`src/inc/rtwoc_defines.svh`:
```
// Register offsets, field positions, reset values and divider counts of the reload timer.
`ifndef RTWOC_DEFINES_SVH
`define RTWOC_DEFINES_SVH

// ----------------------------------------------------------------------------
// Register byte offsets
// ----------------------------------------------------------------------------
`define RTWOC_OFS_CTRL     8'h00
`define RTWOC_OFS_CLKCTL   8'h04
`define RTWOC_OFS_RLD_LO   8'h08
`define RTWOC_OFS_RLD_HI   8'h0C
`define RTWOC_OFS_CNT_LO   8'h10
`define RTWOC_OFS_CNT_HI   8'h14
`define RTWOC_OFS_EV_STAT  8'h18
`define RTWOC_OFS_EV_MASK  8'h1C
`define RTWOC_OFS_TIRQ_EN  8'h20

// ----------------------------------------------------------------------------
// Field positions
// ----------------------------------------------------------------------------
`define RTWOC_CTL_HOF      7
`define RTWOC_CTL_LOF      6
`define RTWOC_CTL_LIE      5
`define RTWOC_CTL_CAP      4
`define RTWOC_CTL_SPLIT    3
`define RTWOC_CTL_RUN      2
`define RTWOC_CTL_EXT      0
`define RTWOC_CKC_HSEL     7
`define RTWOC_CKC_LSEL     6
`define RTWOC_EV_HOF       0
`define RTWOC_EV_LOF       1
`define RTWOC_EV_CAP       2
`define RTWOC_EV_W         3
`define RTWOC_TIE_BIT      0

// ----------------------------------------------------------------------------
// Reset values and divider counts
// ----------------------------------------------------------------------------
`define RTWOC_BYTE_RST     8'h00
`define RTWOC_EV_RST       3'h0
`define RTWOC_DIV12_LAST   4'hB
`define RTWOC_EXT_DIV_W    3

`endif

```
`src/inc/rtwoc_pkg.sv`:
```
// Types shared by the reload timer design files.
package rtwoc_pkg;

   // -------------------------------------------------------------------------
   // Types
   // -------------------------------------------------------------------------
   typedef logic [7:0] rtwoc_byte_type;

   typedef enum logic [2:0] {
      RTWOC_SRC_SYS   = 3'h1,
      RTWOC_SRC_DIV12 = 3'h2,
      RTWOC_SRC_EXT8  = 3'h4
   } rtwoc_src_type;

endpackage : rtwoc_pkg

```
`src/hw/rtwoc_clk_src.sv`:
```
// Divided clock enables and capture events for the reload timer.
`timescale 1ns/1ps
`default_nettype none
`include "rtwoc_defines.svh"

module rtwoc_clk_src
   import rtwoc_pkg::*;
(
   input  wire logic clk,
   input  wire logic rst,
   input  wire logic ext_osc,
   output logic      div12_tick,
   output logic      ext8_tick,
   output logic      ext8_fall
);

   // -------------------------------------------------------------------------
   // State
   // -------------------------------------------------------------------------
   logic [3:0]                  div_q,  div_d;
   logic                        sy1_q,  sy2_q,  prv_q;
   logic [`RTWOC_EXT_DIV_W-1:0] ocnt_q, ocnt_d;
   logic                        d8p_q;

   // -------------------------------------------------------------------------
   // Next state
   // -------------------------------------------------------------------------
   always_comb begin
      div_d  = (div_q == `RTWOC_DIV12_LAST) ? 4'h0 : div_q + 4'h1;
      ocnt_d = (sy2_q && !prv_q) ? ocnt_q + 1'b1 : ocnt_q;
   end

   // The first synchroniser stage feeds only the second stage.
   always_ff @(posedge clk or posedge rst) begin
      if (rst) begin
         div_q  <= 4'h0;
         sy1_q  <= 1'b0;
         sy2_q  <= 1'b0;
         prv_q  <= 1'b0;
         ocnt_q <= '0;
         d8p_q  <= 1'b0;
      end else begin
         div_q  <= div_d;
         sy1_q  <= ext_osc;
         sy2_q  <= sy1_q;
         prv_q  <= sy2_q;
         ocnt_q <= ocnt_d;
         d8p_q  <= ocnt_q[`RTWOC_EXT_DIV_W-1];
      end
   end

   assign div12_tick = (div_q == `RTWOC_DIV12_LAST); // RQ2
   assign ext8_tick  = ocnt_q[`RTWOC_EXT_DIV_W-1] && !d8p_q; // RQ2
   assign ext8_fall  = !ocnt_q[`RTWOC_EXT_DIV_W-1] && d8p_q; // RQ14

endmodule : rtwoc_clk_src
`default_nettype wire

```
`src/hw/rtwoc_byte_cnt.sv`:
```
// One 8-bit counter byte with reload and software write.
`timescale 1ns/1ps
`default_nettype none

module rtwoc_byte_cnt
   import rtwoc_pkg::*;
(
   input  wire logic           clk,
   input  wire logic           rst,
   input  wire logic           inc,
   input  wire logic           load,
   input  wire rtwoc_byte_type load_val,
   input  wire logic           wr,
   input  wire rtwoc_byte_type wr_val,
   output rtwoc_byte_type      cnt_q,
   output logic               wrap
);

   rtwoc_byte_type cnt_d;

   // A software write wins over the counter's own step.
   always_comb begin
      if (wr) begin
         cnt_d = wr_val;
      end else if (load) begin
         cnt_d = load_val;
      end else if (inc) begin
         cnt_d = cnt_q + 8'h01;
      end else begin
         cnt_d = cnt_q;
      end
   end

   always_ff @(posedge clk or posedge rst) begin
      if (rst) begin
         cnt_q <= 8'h00;
      end else begin
         cnt_q <= cnt_d;
      end
   end

   assign wrap = inc && (cnt_q == 8'hFF);

endmodule : rtwoc_byte_cnt
`default_nettype wire

```
`src/hw/rtwoc_top.sv`:
```
// Auto-reload timer with split mode and external oscillator capture.
//
// Design decisions made here: the register addresses and register access over Wishbone.
`timescale 1ns/1ps
`default_nettype none
`include "rtwoc_defines.svh"

// Functional notes
// RQ1: Sixteen-bit counter of two bytes; split select picks one 16-bit or two 8-bit.
// RQ2: Counter clock is system clock, system clock /12, or synchronised external /8.
// RQ3: Sixteen-bit overflow loads both reload bytes and sets the high flag; in capture mode the code sets the flag without reloading.
// RQ4: Sixteen-bit mode requests an interrupt on each full overflow when enabled.
// RQ5: With low-byte interrupt enable, a low byte wrap also requests an interrupt.
// RQ6: In split mode each byte reloads from its own reload byte on its wrap.
// RQ7: In split mode run gates only the high byte; low byte always counts.
// RQ8: Per-byte select 1 gives system clock, else external select picks /12 or /8.
// RQ9: In split mode each byte wrap sets its own overflow flag.
// RQ10: Split mode interrupts on high wrap, and on either wrap with low enable.
// RQ11: Flags are never cleared by hardware; software clears and inspects both.
// RQ12: Capture mode clocks the counter at system clock or system clock /12.
// RQ13: A capture copies the 16-bit count into the reload bytes, sets high flag.
// RQ14: Capture events come on falling edges of the synchronised external /8.
// RQ15: Software keeps 16-bit mode and a fast counter clock during capture.
// RQ16: Software derives oscillator rate from two successive captured values.
// RQ17: Capture enable is control bit 4; one enables capture, zero disables.
// RQ18: The low flag is set on every low byte wrap in any mode.
// RQ19: Timer interrupt stays high while an enabled flag is set.
module rtwoc_top
   import rtwoc_pkg::*;
(
   input  wire logic        clk,
   input  wire logic        rst,
   input  wire logic        wb_cyc_i,
   input  wire logic        wb_stb_i,
   input  wire logic        wb_we_i,
   input  wire logic [7:0]  wb_adr_i,
   input  wire logic [3:0]  wb_sel_i,
   input  wire logic [31:0] wb_dat_i,
   output logic [31:0]      wb_dat_o,
   output logic             wb_ack_o,
   input  wire logic        ext_osc,
   output logic             timer_irq,
   output logic             irq
);

   // -------------------------------------------------------------------------
   // Declarations
   // -------------------------------------------------------------------------
   logic                   hof_q, hof_d;
   logic                   lof_q, lof_d;
   logic                   lie_q, lie_d;
   logic                   cap_q, cap_d;
   logic                   split_q, split_d;
   logic                   run_q, run_d;
   logic                   ext_q, ext_d;
   logic                   hsel_q, hsel_d;
   logic                   lsel_q, lsel_d;
   logic                   tie_q, tie_d;
   rtwoc_byte_type         rld_lo_q, rld_lo_d;
   rtwoc_byte_type         rld_hi_q, rld_hi_d;
   logic [`RTWOC_EV_W-1:0] ev_stat_q, ev_stat_d;
   logic [`RTWOC_EV_W-1:0] ev_mask_q, ev_mask_d;
   logic [`RTWOC_EV_W-1:0] ev_set;
   logic                   ack_q, ack_d;
   logic [31:0]            dat_q, dat_d;
   logic                   tirq_q, tirq_d;
   logic                   irq_q, irq_d;

   logic                   div12_tick;
   logic                   ext8_tick;
   logic                   ext8_fall;
   rtwoc_src_type          src_lo;
   rtwoc_src_type          src_hi;
   logic                   tick_lo;
   logic                   tick_hi;
   logic                   lo_inc, hi_inc;
   logic                   lo_load, hi_load;
   logic                   lo_wrap, hi_wrap;
   logic                   full_ovf;
   logic                   cap_evt;
   rtwoc_byte_type         cnt_lo, cnt_hi;
   logic                   req;
   logic                   wr_en;
   logic [7:0]             adr_w;
   logic                   wr_cnt_lo, wr_cnt_hi;

   // -------------------------------------------------------------------------
   // Clock sources
   // -------------------------------------------------------------------------
   rtwoc_clk_src u_clk_src (
      .clk        (clk),
      .rst        (rst),
      .ext_osc    (ext_osc),
      .div12_tick (div12_tick),
      .ext8_tick  (ext8_tick),
      .ext8_fall  (ext8_fall)
   );

   function automatic logic src_tick(input rtwoc_src_type s, input logic d12, input logic e8);
      logic t;
      t = 1'b0;
      unique case (s)
         RTWOC_SRC_SYS:   t = 1'b1;
         RTWOC_SRC_DIV12: t = d12;
         RTWOC_SRC_EXT8:  t = e8;
         default:         t = 1'b0;
      endcase
      return t;
   endfunction : src_tick

   // Capture mode never counts the low byte from the oscillator it is measuring.
   always_comb begin
      if (lsel_q) begin
         src_lo = RTWOC_SRC_SYS; // RQ8
      end else if (ext_q && !cap_q) begin
         src_lo = RTWOC_SRC_EXT8; // RQ8
      end else begin
         src_lo = RTWOC_SRC_DIV12; // RQ12
      end
      if (hsel_q) begin
         src_hi = RTWOC_SRC_SYS; // RQ8
      end else if (ext_q) begin
         src_hi = RTWOC_SRC_EXT8; // RQ8
      end else begin
         src_hi = RTWOC_SRC_DIV12; // RQ8
      end
   end

   assign tick_lo = src_tick(src_lo, div12_tick, ext8_tick); // RQ2
   assign tick_hi = src_tick(src_hi, div12_tick, ext8_tick); // RQ2

   // -------------------------------------------------------------------------
   // Counter bytes
   // -------------------------------------------------------------------------
   always_comb begin
      if (split_q) begin
         lo_inc  = tick_lo; // RQ7
         hi_inc  = run_q && tick_hi; // RQ7
         lo_load = lo_wrap; // RQ6
         hi_load = hi_wrap; // RQ6
      end else begin
         lo_inc  = run_q && tick_lo; // RQ1
         hi_inc  = lo_wrap; // RQ1
         lo_load = full_ovf && !cap_q; // RQ3
         hi_load = full_ovf && !cap_q; // RQ3
      end
   end

   assign full_ovf  = !split_q && hi_wrap;
   assign cap_evt   = cap_q && ext8_fall; // RQ14
   assign wr_cnt_lo = wr_en && (adr_w == `RTWOC_OFS_CNT_LO);
   assign wr_cnt_hi = wr_en && (adr_w == `RTWOC_OFS_CNT_HI);

   rtwoc_byte_cnt u_cnt_lo (
      .clk      (clk),
      .rst      (rst),
      .inc      (lo_inc),
      .load     (lo_load),
      .load_val (rld_lo_q),
      .wr       (wr_cnt_lo),
      .wr_val   (wb_dat_i[7:0]),
      .cnt_q    (cnt_lo),
      .wrap     (lo_wrap)
   );

   rtwoc_byte_cnt u_cnt_hi (
      .clk      (clk),
      .rst      (rst),
      .inc      (hi_inc),
      .load     (hi_load),
      .load_val (rld_hi_q),
      .wr       (wr_cnt_hi),
      .wr_val   (wb_dat_i[7:0]),
      .cnt_q    (cnt_hi),
      .wrap     (hi_wrap)
   );

   // -------------------------------------------------------------------------
   // Bus slave
   // -------------------------------------------------------------------------
   // A write lands on the edge where the master sees ack, so read data and the
   // stored value are never a cycle apart.
   assign req   = wb_cyc_i && wb_stb_i;
   assign adr_w = {wb_adr_i[7:2], 2'b00};
   assign wr_en = req && ack_q && wb_we_i && wb_sel_i[0];

   always_comb begin
      ack_d = req && !ack_q;
      dat_d = 32'h0000_0000;
      if (ack_d && !wb_we_i) begin
         unique case (adr_w)
            `RTWOC_OFS_CTRL: begin
               dat_d[`RTWOC_CTL_HOF]   = hof_q;
               dat_d[`RTWOC_CTL_LOF]   = lof_q;
               dat_d[`RTWOC_CTL_LIE]   = lie_q;
               dat_d[`RTWOC_CTL_CAP]   = cap_q;
               dat_d[`RTWOC_CTL_SPLIT] = split_q;
               dat_d[`RTWOC_CTL_RUN]   = run_q;
               dat_d[`RTWOC_CTL_EXT]   = ext_q;
            end
            `RTWOC_OFS_CLKCTL: begin
               dat_d[`RTWOC_CKC_HSEL] = hsel_q;
               dat_d[`RTWOC_CKC_LSEL] = lsel_q;
            end
            `RTWOC_OFS_RLD_LO:  dat_d[7:0] = rld_lo_q;
            `RTWOC_OFS_RLD_HI:  dat_d[7:0] = rld_hi_q;
            `RTWOC_OFS_CNT_LO:  dat_d[7:0] = cnt_lo;
            `RTWOC_OFS_CNT_HI:  dat_d[7:0] = cnt_hi;
            `RTWOC_OFS_EV_STAT: dat_d[`RTWOC_EV_W-1:0] = ev_stat_q;
            `RTWOC_OFS_EV_MASK: dat_d[`RTWOC_EV_W-1:0] = ev_mask_q;
            `RTWOC_OFS_TIRQ_EN: dat_d[`RTWOC_TIE_BIT] = tie_q;
            default:            dat_d = 32'h0000_0000;
         endcase
      end
   end

   // -------------------------------------------------------------------------
   // Control, reload and event registers
   // -------------------------------------------------------------------------
   always_comb begin
      hof_d     = hof_q;
      lof_d     = lof_q;
      lie_d     = lie_q;
      cap_d     = cap_q;
      split_d   = split_q;
      run_d     = run_q;
      ext_d     = ext_q;
      hsel_d    = hsel_q;
      lsel_d    = lsel_q;
      tie_d     = tie_q;
      rld_lo_d  = rld_lo_q;
      rld_hi_d  = rld_hi_q;
      ev_mask_d = ev_mask_q;
      ev_stat_d = ev_stat_q;
      if (wr_en) begin
         unique case (adr_w)
            `RTWOC_OFS_CTRL: begin
               hof_d   = wb_dat_i[`RTWOC_CTL_HOF]; // RQ11
               lof_d   = wb_dat_i[`RTWOC_CTL_LOF]; // RQ11
               lie_d   = wb_dat_i[`RTWOC_CTL_LIE];
               cap_d   = wb_dat_i[`RTWOC_CTL_CAP]; // RQ17
               split_d = wb_dat_i[`RTWOC_CTL_SPLIT]; // RQ1
               run_d   = wb_dat_i[`RTWOC_CTL_RUN];
               ext_d   = wb_dat_i[`RTWOC_CTL_EXT];
            end
            `RTWOC_OFS_CLKCTL: begin
               hsel_d = wb_dat_i[`RTWOC_CKC_HSEL];
               lsel_d = wb_dat_i[`RTWOC_CKC_LSEL];
            end
            `RTWOC_OFS_RLD_LO:  rld_lo_d = wb_dat_i[7:0];
            `RTWOC_OFS_RLD_HI:  rld_hi_d = wb_dat_i[7:0];
            `RTWOC_OFS_EV_STAT: ev_stat_d = ev_stat_q & ~wb_dat_i[`RTWOC_EV_W-1:0];
            `RTWOC_OFS_EV_MASK: ev_mask_d = wb_dat_i[`RTWOC_EV_W-1:0];
            `RTWOC_OFS_TIRQ_EN: tie_d = wb_dat_i[`RTWOC_TIE_BIT];
            default: begin
            end
         endcase
      end
      // A capture wins over a software write of the reload bytes.
      if (cap_evt) begin
         rld_lo_d = cnt_lo; // RQ13
         rld_hi_d = cnt_hi; // RQ13
      end
      // Hardware sets win over a clear in the same cycle; nothing clears here.
      if (hi_wrap || cap_evt) begin
         hof_d = 1'b1; // RQ3 RQ9 RQ13
      end
      if (lo_wrap) begin
         lof_d = 1'b1; // RQ9 RQ18
      end
      ev_set                = '0;
      ev_set[`RTWOC_EV_HOF] = hi_wrap;
      ev_set[`RTWOC_EV_LOF] = lo_wrap;
      ev_set[`RTWOC_EV_CAP] = cap_evt;
      ev_stat_d             = ev_stat_d | ev_set;
   end

   // -------------------------------------------------------------------------
   // Interrupt outputs
   // -------------------------------------------------------------------------
   always_comb begin
      tirq_d = tie_q && (hof_q || (lie_q && lof_q)); // RQ4 RQ5 RQ10 RQ19
      irq_d  = |(ev_stat_q & ev_mask_q);
   end

   always_ff @(posedge clk or posedge rst) begin
      if (rst) begin
         hof_q     <= 1'b0;
         lof_q     <= 1'b0;
         lie_q     <= 1'b0;
         cap_q     <= 1'b0;
         split_q   <= 1'b0;
         run_q     <= 1'b0;
         ext_q     <= 1'b0;
         hsel_q    <= 1'b0;
         lsel_q    <= 1'b0;
         tie_q     <= 1'b0;
         rld_lo_q  <= `RTWOC_BYTE_RST;
         rld_hi_q  <= `RTWOC_BYTE_RST;
         ev_stat_q <= `RTWOC_EV_RST;
         ev_mask_q <= `RTWOC_EV_RST;
         ack_q     <= 1'b0;
         dat_q     <= 32'h0000_0000;
         tirq_q    <= 1'b0;
         irq_q     <= 1'b0;
      end else begin
         hof_q     <= hof_d;
         lof_q     <= lof_d;
         lie_q     <= lie_d;
         cap_q     <= cap_d;
         split_q   <= split_d;
         run_q     <= run_d;
         ext_q     <= ext_d;
         hsel_q    <= hsel_d;
         lsel_q    <= lsel_d;
         tie_q     <= tie_d;
         rld_lo_q  <= rld_lo_d;
         rld_hi_q  <= rld_hi_d;
         ev_stat_q <= ev_stat_d;
         ev_mask_q <= ev_mask_d;
         ack_q     <= ack_d;
         dat_q     <= dat_d;
         tirq_q    <= tirq_d;
         irq_q     <= irq_d;
      end
   end

   assign wb_ack_o  = ack_q;
   assign wb_dat_o  = dat_q;
   assign timer_irq = tirq_q;
   assign irq       = irq_q;

endmodule : rtwoc_top
`default_nettype wire

```
`config.mk`:
```
export PLATFORM = sky130hd
export DESIGN_NAME = rtwoc_top
export DESIGN_NICKNAME = d
export VERILOG_FILES = /design/src/inc/rtwoc_pkg.sv /design/src/hw/rtwoc_clk_src.sv /design/src/hw/rtwoc_byte_cnt.sv /design/src/hw/rtwoc_top.sv
export VERILOG_INCLUDE_DIRS = /design/src /design/src/inc
export SDC_FILE = /design/constraint.sdc
export NUM_CORES = 1
export LEC_CHECK = 0
export BUFFER_PORTS_ARGS = -buffer_cell sky130_fd_sc_hd__buf_2
export CAP_MARGIN = 20
export CORE_MARGIN = 1.5
export CORE_UTILIZATION = 55
export DETAILED_ROUTE_END_ITERATION = 12
export PLACE_DENSITY = 0.83
export SLEW_MARGIN = 40
export SYNTH_ARGS = -nofsm -noshare
export SYNTH_HDL_FRONTEND = slang
export SYNTH_SLANG_ARGS = --single-unit
export TNS_END_PERCENT = 50
```
`constraint.sdc`:
```
create_clock -name clk -period 4.6 [get_ports clk]
set_input_delay 0.46 -clock clk [delete_from_list [all_inputs] [get_ports clk]]
set_output_delay 0.46 -clock clk [all_outputs]
set_load 0.01 [all_outputs]
```
==> results of run 1 <==
[cells in the mapped netlist (2+ instances only)]
cell type  count
a211oi_1       2
a21o_1         3
a21oi_1       16
a222oi_1       2
a22o_1         3
a22oi_1       11
a31oi_1        5
a41oi_1        2
and2_1         4
and3_1         3
and3b_1        4
buf_2          2
buf_4         27
buf_6          2
clkbuf_1       6
dfrtp_1       70
ha_1           4
inv_1          4
mux2_2        17
mux2i_1       22
mux4_2         3
nand2_1       56
nand2_2        4
nand2b_1       2
nand3_1        9
nand4_1        6
nor2_1        19
nor2b_1        2
nor3_1         4
nor3b_1        4
o211a_1        2
o211ai_1       5
o21ai_0       26
o21ai_1        3
o311a_1        2
or3_1          2
xnor2_1        5
xor2_1         4
[worst max-delay path, cell delays in order (launching register included)]
cell and delay (ns):
dfrtp_1 0.55, ha_1 0.36, nand4_1 0.15, nor4b_2 0.39, o211a_1 0.33, nand3_1 0.11
o311a_1 0.15, o21ai_0 0.20
[cell usage in the layout, fill, tap and decap left out, drive strengths merged, types with 5 or more instances in the layout]
| master | instances |
|---|---|
| nand3 | 10 |
| xnor2 | 5 |
| and2 | 5 |
| a21oi | 16 |
| mux2i | 22 |
| conb | 24 |
| o21ai | 30 |
| nor3b | 5 |
| nand2 | 60 |
| a31oi | 5 |
| clkbuf | 11 |
| a22oi | 11 |
| buf | 33 |
| nor2 | 19 |
| clkinv | 5 |
| dfrtp | 70 |
| nand4 | 6 |
| mux2 | 17 |
| o211ai | 5 |
[area by class of cell]
| cell class | count | area (um2) | area share |
|---|---|---|---|
| Clock buffer | 11 | 141 | 0.0329 |
| Tap cell | 96 | 120 | 0.0280 |
| Clock inverter | 5 | 25.0 | 0.00582 |
| Timing Repair Buffer | 33 | 174 | 0.0405 |
| Multi-Input combinational cell | 306 | 2070 | 0.482 |
| Sequential cell | 70 | 1750 | 0.408 |
| Inverter | 4 | 15.0 | 0.00349 |
[flip-flops by register name, summed over array words and instances (netlist names), 3 cells and up]
register          flops
ev_stat_q             3
u_cnt_hi.cnt_q        8
u_clk_src.ocnt_q      3
wb_dat_o              8
rld_hi_q              8
rld_lo_q              8
u_clk_src.div_q       4
ev_mask_q             3
u_cnt_lo.cnt_q        8
[layer usage]
metal / track usage / share of wire
met1: 0.344 / 0.44
met2: 0.417 / 0.48
met3: 0.0653 / 0.068
met4: 0.0824 / 0.012
met5: 0 / 0
[through the flow]
| stage | instances | utilization | instance area, um2 |
|---|---|---|---|
| floorplan | 418 | - | 4100 |
| global placement | 509 | 0.597 | 4130 |
| detailed placement | 509 | 0.598 | 4130 |
| CTS | 525 | 0.622 | 4300 |
| global route | 525 | 0.622 | 4300 |
| finish | 525 | 0.622 | 4300 |
[how the worst min path moves through the flow]
stage | end | slack [ns] | cells past startpoint
after detailed placement | u_clk_src.sy2_q | 0.34 | 0
final | u_clk_src.sy1_q | 0.23 | 1
after floorplan | u_clk_src.sy2_q | 0.33 | 0
after global placement | u_clk_src.sy2_q | 0.33 | 0
after CTS | u_clk_src.sy1_q | 0.22 | 1
after global routing | u_clk_src.sy1_q | 0.21 | 1
[cell families (layout without fill, tap and decap cells)]
group | count (synthesis) | in the layout | synth area share
DFF | 70 | 70 | 0.437
buffers and inverters | 42 | 53 | 0.0690
xor gates and xnor gates | 9 | 9 | 0.0197
AOI/OAI and AO/OA | 94 | 94 | 0.162
adders and majority gates | 4 | 4 | 0.0125
muxes | 42 | 42 | 0.120
and+or+nand+nor | 133 | 133 | 0.179
other | 1 | 24 | 0.000935
[power groups by stage]
stage                     clock, W  sequential, W  combinational, W
after detailed placement         0       0.000703          0.000113
after global placement           0       0.000700          0.000106
after floorplan                  0       0.000690         0.0000925
after global routing      0.000470       0.000698          0.000127
final                     0.000434       0.000693          0.000113
after CTS                 0.000439       0.000691          0.000114
==> results.toml, run 1 <==
[outcome]
outcome = "complete, no violations"

[pwr]
pwr-share-comb = 0.091
seq_power_share = 0.558
switching_share = 0.269
power_w = 0.00124
p_int_w = 0.000907
power_leakage_nw = 1.93
ir_drop_v = 0.000159
powerDensity_mw_per_mm2 = 289
p_switching_w = 0.000333
pwr-share-clk = 0.350

[critical_path]
start_kind = "register"
r2r_cells = 7
required_ns = 4.84
worstPathArrival_ns = 2.58
endpoint = "u_cnt_lo.cnt_q[0]"
worstSetupStartpoint = "u_cnt_hi.cnt_q[0]"
path_class = "register to register"
endpoint_kind = "register"
r2r-start = "u_cnt_hi.cnt_q[0]"
cp_max_fo = 10
r2r_end = "u_cnt_lo.cnt_q[0]"
reg2reg_slack_ns = 2.26

[floorplan]
ioPinCount = 85
die_h_um = 88.4
die_x_um = 88.4
start_util = 0.580
core_mm2 = 0.00691
die_area_mm2 = 0.00781
rows = 30

[synthesis]
synth_edf_count = 0
yosys.area.top_type_share = 0.437
synth_area_mm2 = 0.00401
yosysTopAreaCell = "dfrtp_1"
async_flop_share = 1.00
ys.flop_type = "dfrtp_1"
synth_cell_types = 66
synthCells = 395
ys_top_cells_by_area = "dfrtp_1 (44%), mux2i_1 (5.5%), nand2_1 (5.2%), buf_4 (5.1%), mux2_2 (4.8%)"
ys.warnings.count = 0
seq_area_frac_synth = 0.437
avgSynthCellArea_um2 = 10.1
ys_ff_latch = 70

[clocking]
clock-sinks = 70
cts_resized = 0
tritoncts = "done"
post_cts_buffers = 0
htree_levels = 3
clockBufferDepth = 2
cts_buffers = 9
cts-root-buf = "clkbuf_8"
clk_pin_slew_ns = 0.07
clock_latency_ns = 0.34
postCtsHoldBufs = 0

[sta]
max_freq_mhz = 428
hold_viol_final = 0
tns_ns = 0
setup_viol = 0
period_needed_ns = 2.34
fin_crit_sh = 0.508
maxSlewHeadroom = 0.456
fin_hold_ws_ns = 0.228
report.final.slew_viol_count = 0
tightest_slew_ns = 0.813
clock_skew_ns = 0.0146
rsz0062_at_grt = "false"
fin_ws_ns = 2.26

[placement]
dp_hpwl_um = 6830
pre_cts_ws_ns = 2.31
gp_congestion = 0.919
io_buffer_count = 31

[route]
routed_wl_um = 9510
num_vias = 3162
wl_per_cell_um = 18.1
drc = 0
drtAntennaViolNets = 0
firstDrtPassIters = 7
drt-initial-drc-count = 317
vias_per_cell = 6.02

[hold_path]
hp-start = "ext_osc"
hold_path.class = "input pin to register"

[grt]
grt_max_degree = 71
gr-total-overflow = 0
grt_pass1_vias = 2881
grt.total_usage = 0.259
grt_pass1_wl_um = 15000
antenna_found_initial = 0

[finish]
fill_cells = 570
area_growth_pct = 7.18
layout-drive-gt1-share = 0.203
final_nets = 478
antennaDiodeCount = 0

[flow_run]
maxCapViolations = 0
(Power assumes the default switching activity.)
==> inputs of run 2 (changes only) <==
CORE_UTILIZATION = 50   (was 55)
PLACE_DENSITY = 0.8   (was 0.83)
clock period = 1.9 ns   (was 4.6 ns; I/O delays follow)
==> results.toml, run 2 (synthesis gave the netlist of run 1 again) <==
[clocking]
cts_buffers = 9
clock_latency_ns = 0.35
cts-root-buf = "clkbuf_8"
clk_pin_slew_ns = 0.07
htree_levels = 3
clockBufferDepth = 2
clock-sinks = 70
tritoncts = "done"

[pwr]
power_w = 0.00333
ir_drop_v = 0.000420
powerDensity_mw_per_mm2 = 678
power_leakage_nw = 2.26

[critical_path]
endpoint = "u_cnt_hi.cnt_q[1]"
endpoint_kind = "register"
r2r_end = "u_cnt_hi.cnt_q[1]"
cp_max_fo = 4
worstPathArrival_ns = 2.24
reg2reg_slack_ns = -0.12
path_class = "register to register"
required_ns = 2.12
r2r-start = "u_clk_src.div_q[0]"
start_kind = "register"
r2r_cells = 7
worstSetupStartpoint = "u_clk_src.div_q[0]"

[hold_path]
hp-start = "wb_we_i"
hold_path.class = "input pin to register"

[route]
vias_per_cell = 6.04
num_vias = 3544
firstDrtPassIters = 5
drtAntennaViolNets = 0
wl_per_cell_um = 18.5
drc = 0
routed_wl_um = 10900
drt-initial-drc-count = 328

[floorplan]
die_area_mm2 = 0.00856
ioPinCount = 85
die_x_um = 92.5
die_h_um = 92.5
core_mm2 = 0.00773
rows = 32
start_util = 0.519

[placement]
io_buffer_count = 31
dp_hpwl_um = 7870
gp_congestion = 0.947
pre_cts_ws_ns = -0.155

[finish]
final_nets = 534
antennaDiodeCount = 0
layout_commonest_cell = "dfrtp_1"
area_growth_pct = 22.6
final_cell_mix = "dfrtp_1 (70), nand2_1 (55), buf_4 (51), buf_2 (31), conb_1 (24)"
layout-drive-gt1-share = 0.326

[sta]
fin_hold_ws_ns = 0.134
clock_skew_ns = 0.00795
report.final.slew_viol_count = 0
hold_viol_final = 0
fin_crit_sh = 1.07
tightest_slew_ns = 0.712
rsz0062_at_grt = "true"
period_needed_ns = 2.02
max_freq_mhz = 494
maxSlewHeadroom = 0.524
setup_viol = 15
fin_ws_ns = -0.124

[flow_run]
maxCapViolations = 0

[grt]
antenna_found_initial = 0
grt_pass1_vias = 3446
grt_max_degree = 35
grt_pass1_wl_um = 17000
gr-total-overflow = 0
grt.total_usage = 0.259

[outcome]
failed_checks = "negative setup slack"
outcome = "finished with violations"
-- run 2: cell count changes in the layout (fill, tap and decap cells not counted), moves of 3 or more --
cell / change
buf_4: +50
buf_6: +3
clkinv_2: -3
nor3b_1: -3
nor3b_2: +3
o21ai_0: -5
o21ai_1: +3
-- run 2: stage by stage --
| stage | cell area, um2 | setup TNS, ns | util | std cells |
|---|---|---|---|---|
| 3_3_place_gp | 4530 | -0.341 | 0.587 | 566 |
| 4_1_cts | 4820 | -0.715 | 0.624 | 586 |
| 5_1_grt | 4920 | -2.06 | 0.636 | 587 |
| 3_5_place_dp | 4530 | -1.68 | 0.587 | 566 |
| 2_1_floorplan | 4100 | -0.0365 | - | 418 |
| 6_report | 4920 | -0.839 | 0.636 | 587 |
-- run 2: report_power, final --
part | total [W] | leakage (nW) | switching [W] | internal [W]
Clock | 0.00133 | 0.110 | 0.000557 | 0.000772
Combinational | 0.000339 | 1.33 | 0.000189 | 0.000150
Sequential | 0.00166 | 0.825 | 0.0000819 | 0.00158
Total | 0.00333 | 2.26 | 0.000828 | 0.00250
-- run 2: critical path, cell delays in order (launching register included) --
cell and delay, ns:
dfrtp_1 0.39, ha_2 0.21, and3b_2 0.22, a211o_1 0.33
a31o_4 0.27, or3_1 0.34, o21ai_1 0.08, a31oi_1 0.06
-- run 2: worst min-delay path by stage --
stage | cells after the start | end | slack (ns)
after floorplan | 0 | u_clk_src.sy1_q | 0.22
after global placement | 1 | u_clk_src.sy1_q | 0.30
after detailed placement | 1 | u_clk_src.sy1_q | 0.30
after CTS | 3 | wb_dat_o[0] | 0.12
after global routing | 3 | wb_dat_o[0] | 0.16
final | 3 | wb_dat_o[0] | 0.13
-- run 2: timing repair --
item                                    in CTS  in global routing
endpoints found under the setup margin      16                 16
buffers inserted                             2                  1
pin swaps                                    8                 11
resized for setup                           11                 19
hold buffers                                 2                  0
endpoints found under the hold margin       29                  0
-- run 2: metal layers --
layer | vias up | global-route usage | wire (um)
li1 | 1574 | - | -
met1 | 1733 | 0.324 | 4400
met2 | 195 | 0.417 | 5320
met3 | 42 | 0.0558 | 752
met4 | 0 | 0.142 | 379
met5 | - | 0 | 0
-- run 2: final cells by class --
cell class | instances | area, um2
fillers | 595 | 2810
multi-input cells | 306 | 2180
flip-flops and latches | 70 | 1750
repair buffers | 89 | 623
clock buffers | 12 | 145
well taps | 102 | 128
clock inverters | 4 | 70.1
inverters | 4 | 18.8
==> inputs of run 3 (changes only) <==
CORE_UTILIZATION = 45   (was 50)
PLACE_DENSITY = 0.73   (was 0.8)
==> results.toml, run 3 (synthesis gave the netlist of run 1 again) <==
[outcome]
outcome = "finished with violations"
failed_checks = "negative setup slack"

[route]
firstDrtPassIters = 4
drc = 0
wl_per_cell_um = 18.0
routed_wl_um = 10700
drtAntennaViolNets = 0
drt-initial-drc-count = 225
num_vias = 3412
vias_per_cell = 5.75

[clocking]
clock-sinks = 70
clk_pin_slew_ns = 0.09
clock_latency_ns = 0.36
htree_levels = 3
tritoncts = "done"
cts_buffers = 9
clockBufferDepth = 2
cts-root-buf = "clkbuf_8"

[finish]
instances_no_fill = 593
area_growth_pct = 21.2
fill_cells = 765
antennaDiodeCount = 0
layout_commonest_cell = "dfrtp_1"
layout-drive-gt1-share = 0.311
final_nets = 534
final_cell_mix = "dfrtp_1 (70), nand2_1 (55), buf_4 (53), buf_2 (31), conb_1 (24)"

[floorplan]
die_h_um = 97.4
ioPinCount = 85
start_util = 0.462
die_x_um = 97.4
die_area_mm2 = 0.00948
core_mm2 = 0.00868
rows = 34

[placement]
pre_cts_ws_ns = -0.110
gp_congestion = 0.911
dp_hpwl_um = 7710
dp.cells = 569
io_buffer_count = 31

[critical_path]
endpoint_kind = "register"
path_class = "register to register"
cp_max_fo = 4
start_kind = "register"
r2r_cells = 7
r2r_end = "u_cnt_hi.cnt_q[2]"
r2r-start = "u_clk_src.div_q[0]"
worstPathArrival_ns = 2.24
worstSetupStartpoint = "u_clk_src.div_q[0]"
endpoint = "u_cnt_hi.cnt_q[2]"
required_ns = 2.15
reg2reg_slack_ns = -0.1

[pwr]
powerDensity_mw_per_mm2 = 670
ir_drop_v = 0.000334
power_leakage_nw = 2.24

[sta]
fin_hold_ws_ns = 0.134
rsz0062_at_grt = "true"
tns_ns = -0.359
max_freq_mhz = 501
setup_viol = 8
hold_viol_final = 0
fin_ws_ns = -0.0968
fin_crit_sh = 1.05
report.final.slew_viol_count = 0
clock_skew_ns = 0.0144
maxSlewHeadroom = 0.640
period_needed_ns = 2.00
tightest_slew_ns = 0.527

[grt]
grt_pass1_wl_um = 17000
grt.total_usage = 0.229
gr-total-overflow = 0
grt_max_degree = 46
grt_pass1_vias = 3386
antenna_found_initial = 0

[flow_run]
maxCapViolations = 0

[hold_path]
holdPathStages = 3
hold_path.class = "input pin to register"
run 3: through the flow:
stage | power, W | area [um2] | util
after floorplan | 0.00189 | 4100 | -
after global placement | 0.00199 | 4520 | 0.521
after detailed placement | 0.00202 | 4520 | 0.521
after CTS | 0.00326 | 4820 | 0.555
after global routing | 0.00336 | 4860 | 0.560
final | 0.00326 | 4860 | 0.560
run 3: what timing repair did:
action,in CTS,in global routing
hold buffers,2,0
resized for setup,10,6
endpoints found under the hold margin,10,0
setup endpoints to repair,15,16
setup buffers,3,3
pin swaps,6,7
run 3: routing by layer:
metal | vias up | global-route usage | part of all wire
met1 | 1674 | 0.295 | 0.42
met5 | - | 0 | 0
met2 | 140 | 0.377 | 0.49
met4 | 0 | 0.110 | 0.027
li1 | 1574 | - | -
met3 | 24 | 0.0345 | 0.061
run 3: layout make-up:
| cell class | instances | area, um2 | area share |
|---|---|---|---|
| multi-input cells | 306 | 2130 | 0.438 |
| flip-flops and latches | 70 | 1750 | 0.360 |
| repair buffers | 89 | 616 | 0.127 |
| clock buffers | 10 | 138 | 0.0283 |
| well taps | 108 | 135 | 0.0278 |
| clock inverters | 6 | 71.3 | 0.0147 |
| inverters | 4 | 18.8 | 0.00386 |
run 3: how the worst min path moves through the flow:
stage	slack (ns)	start	end
after CTS	0.13	wb_we_i	wb_dat_o[0]
after global routing	0.15	wb_we_i	wb_dat_o[0]
after detailed placement	0.16	rst	u_clk_src.div_q[3]
after global placement	0.16	rst	u_clk_src.div_q[3]
after floorplan	0.22	ext_osc	u_clk_src.sy1_q
final	0.13	wb_stb_i	wb_ack_o
run 3: report_power, final:
part           switching (W)  leakage [nW]  internal [W]
logic               0.000189          1.32      0.000148
clock network       0.000609        0.0987      0.000648
registers          0.0000812         0.825       0.00158
total               0.000880          2.24       0.00238
run 3: worst max-delay path: stages (launching register included):
cell and delay [ns]:
dfrtp_1 0.39, ha_2 0.19, and3b_2 0.23, a211o_1 0.31, a31o_4 0.26, nand2_2 0.14
a2111oi_4 0.06, a311oi_1 0.31
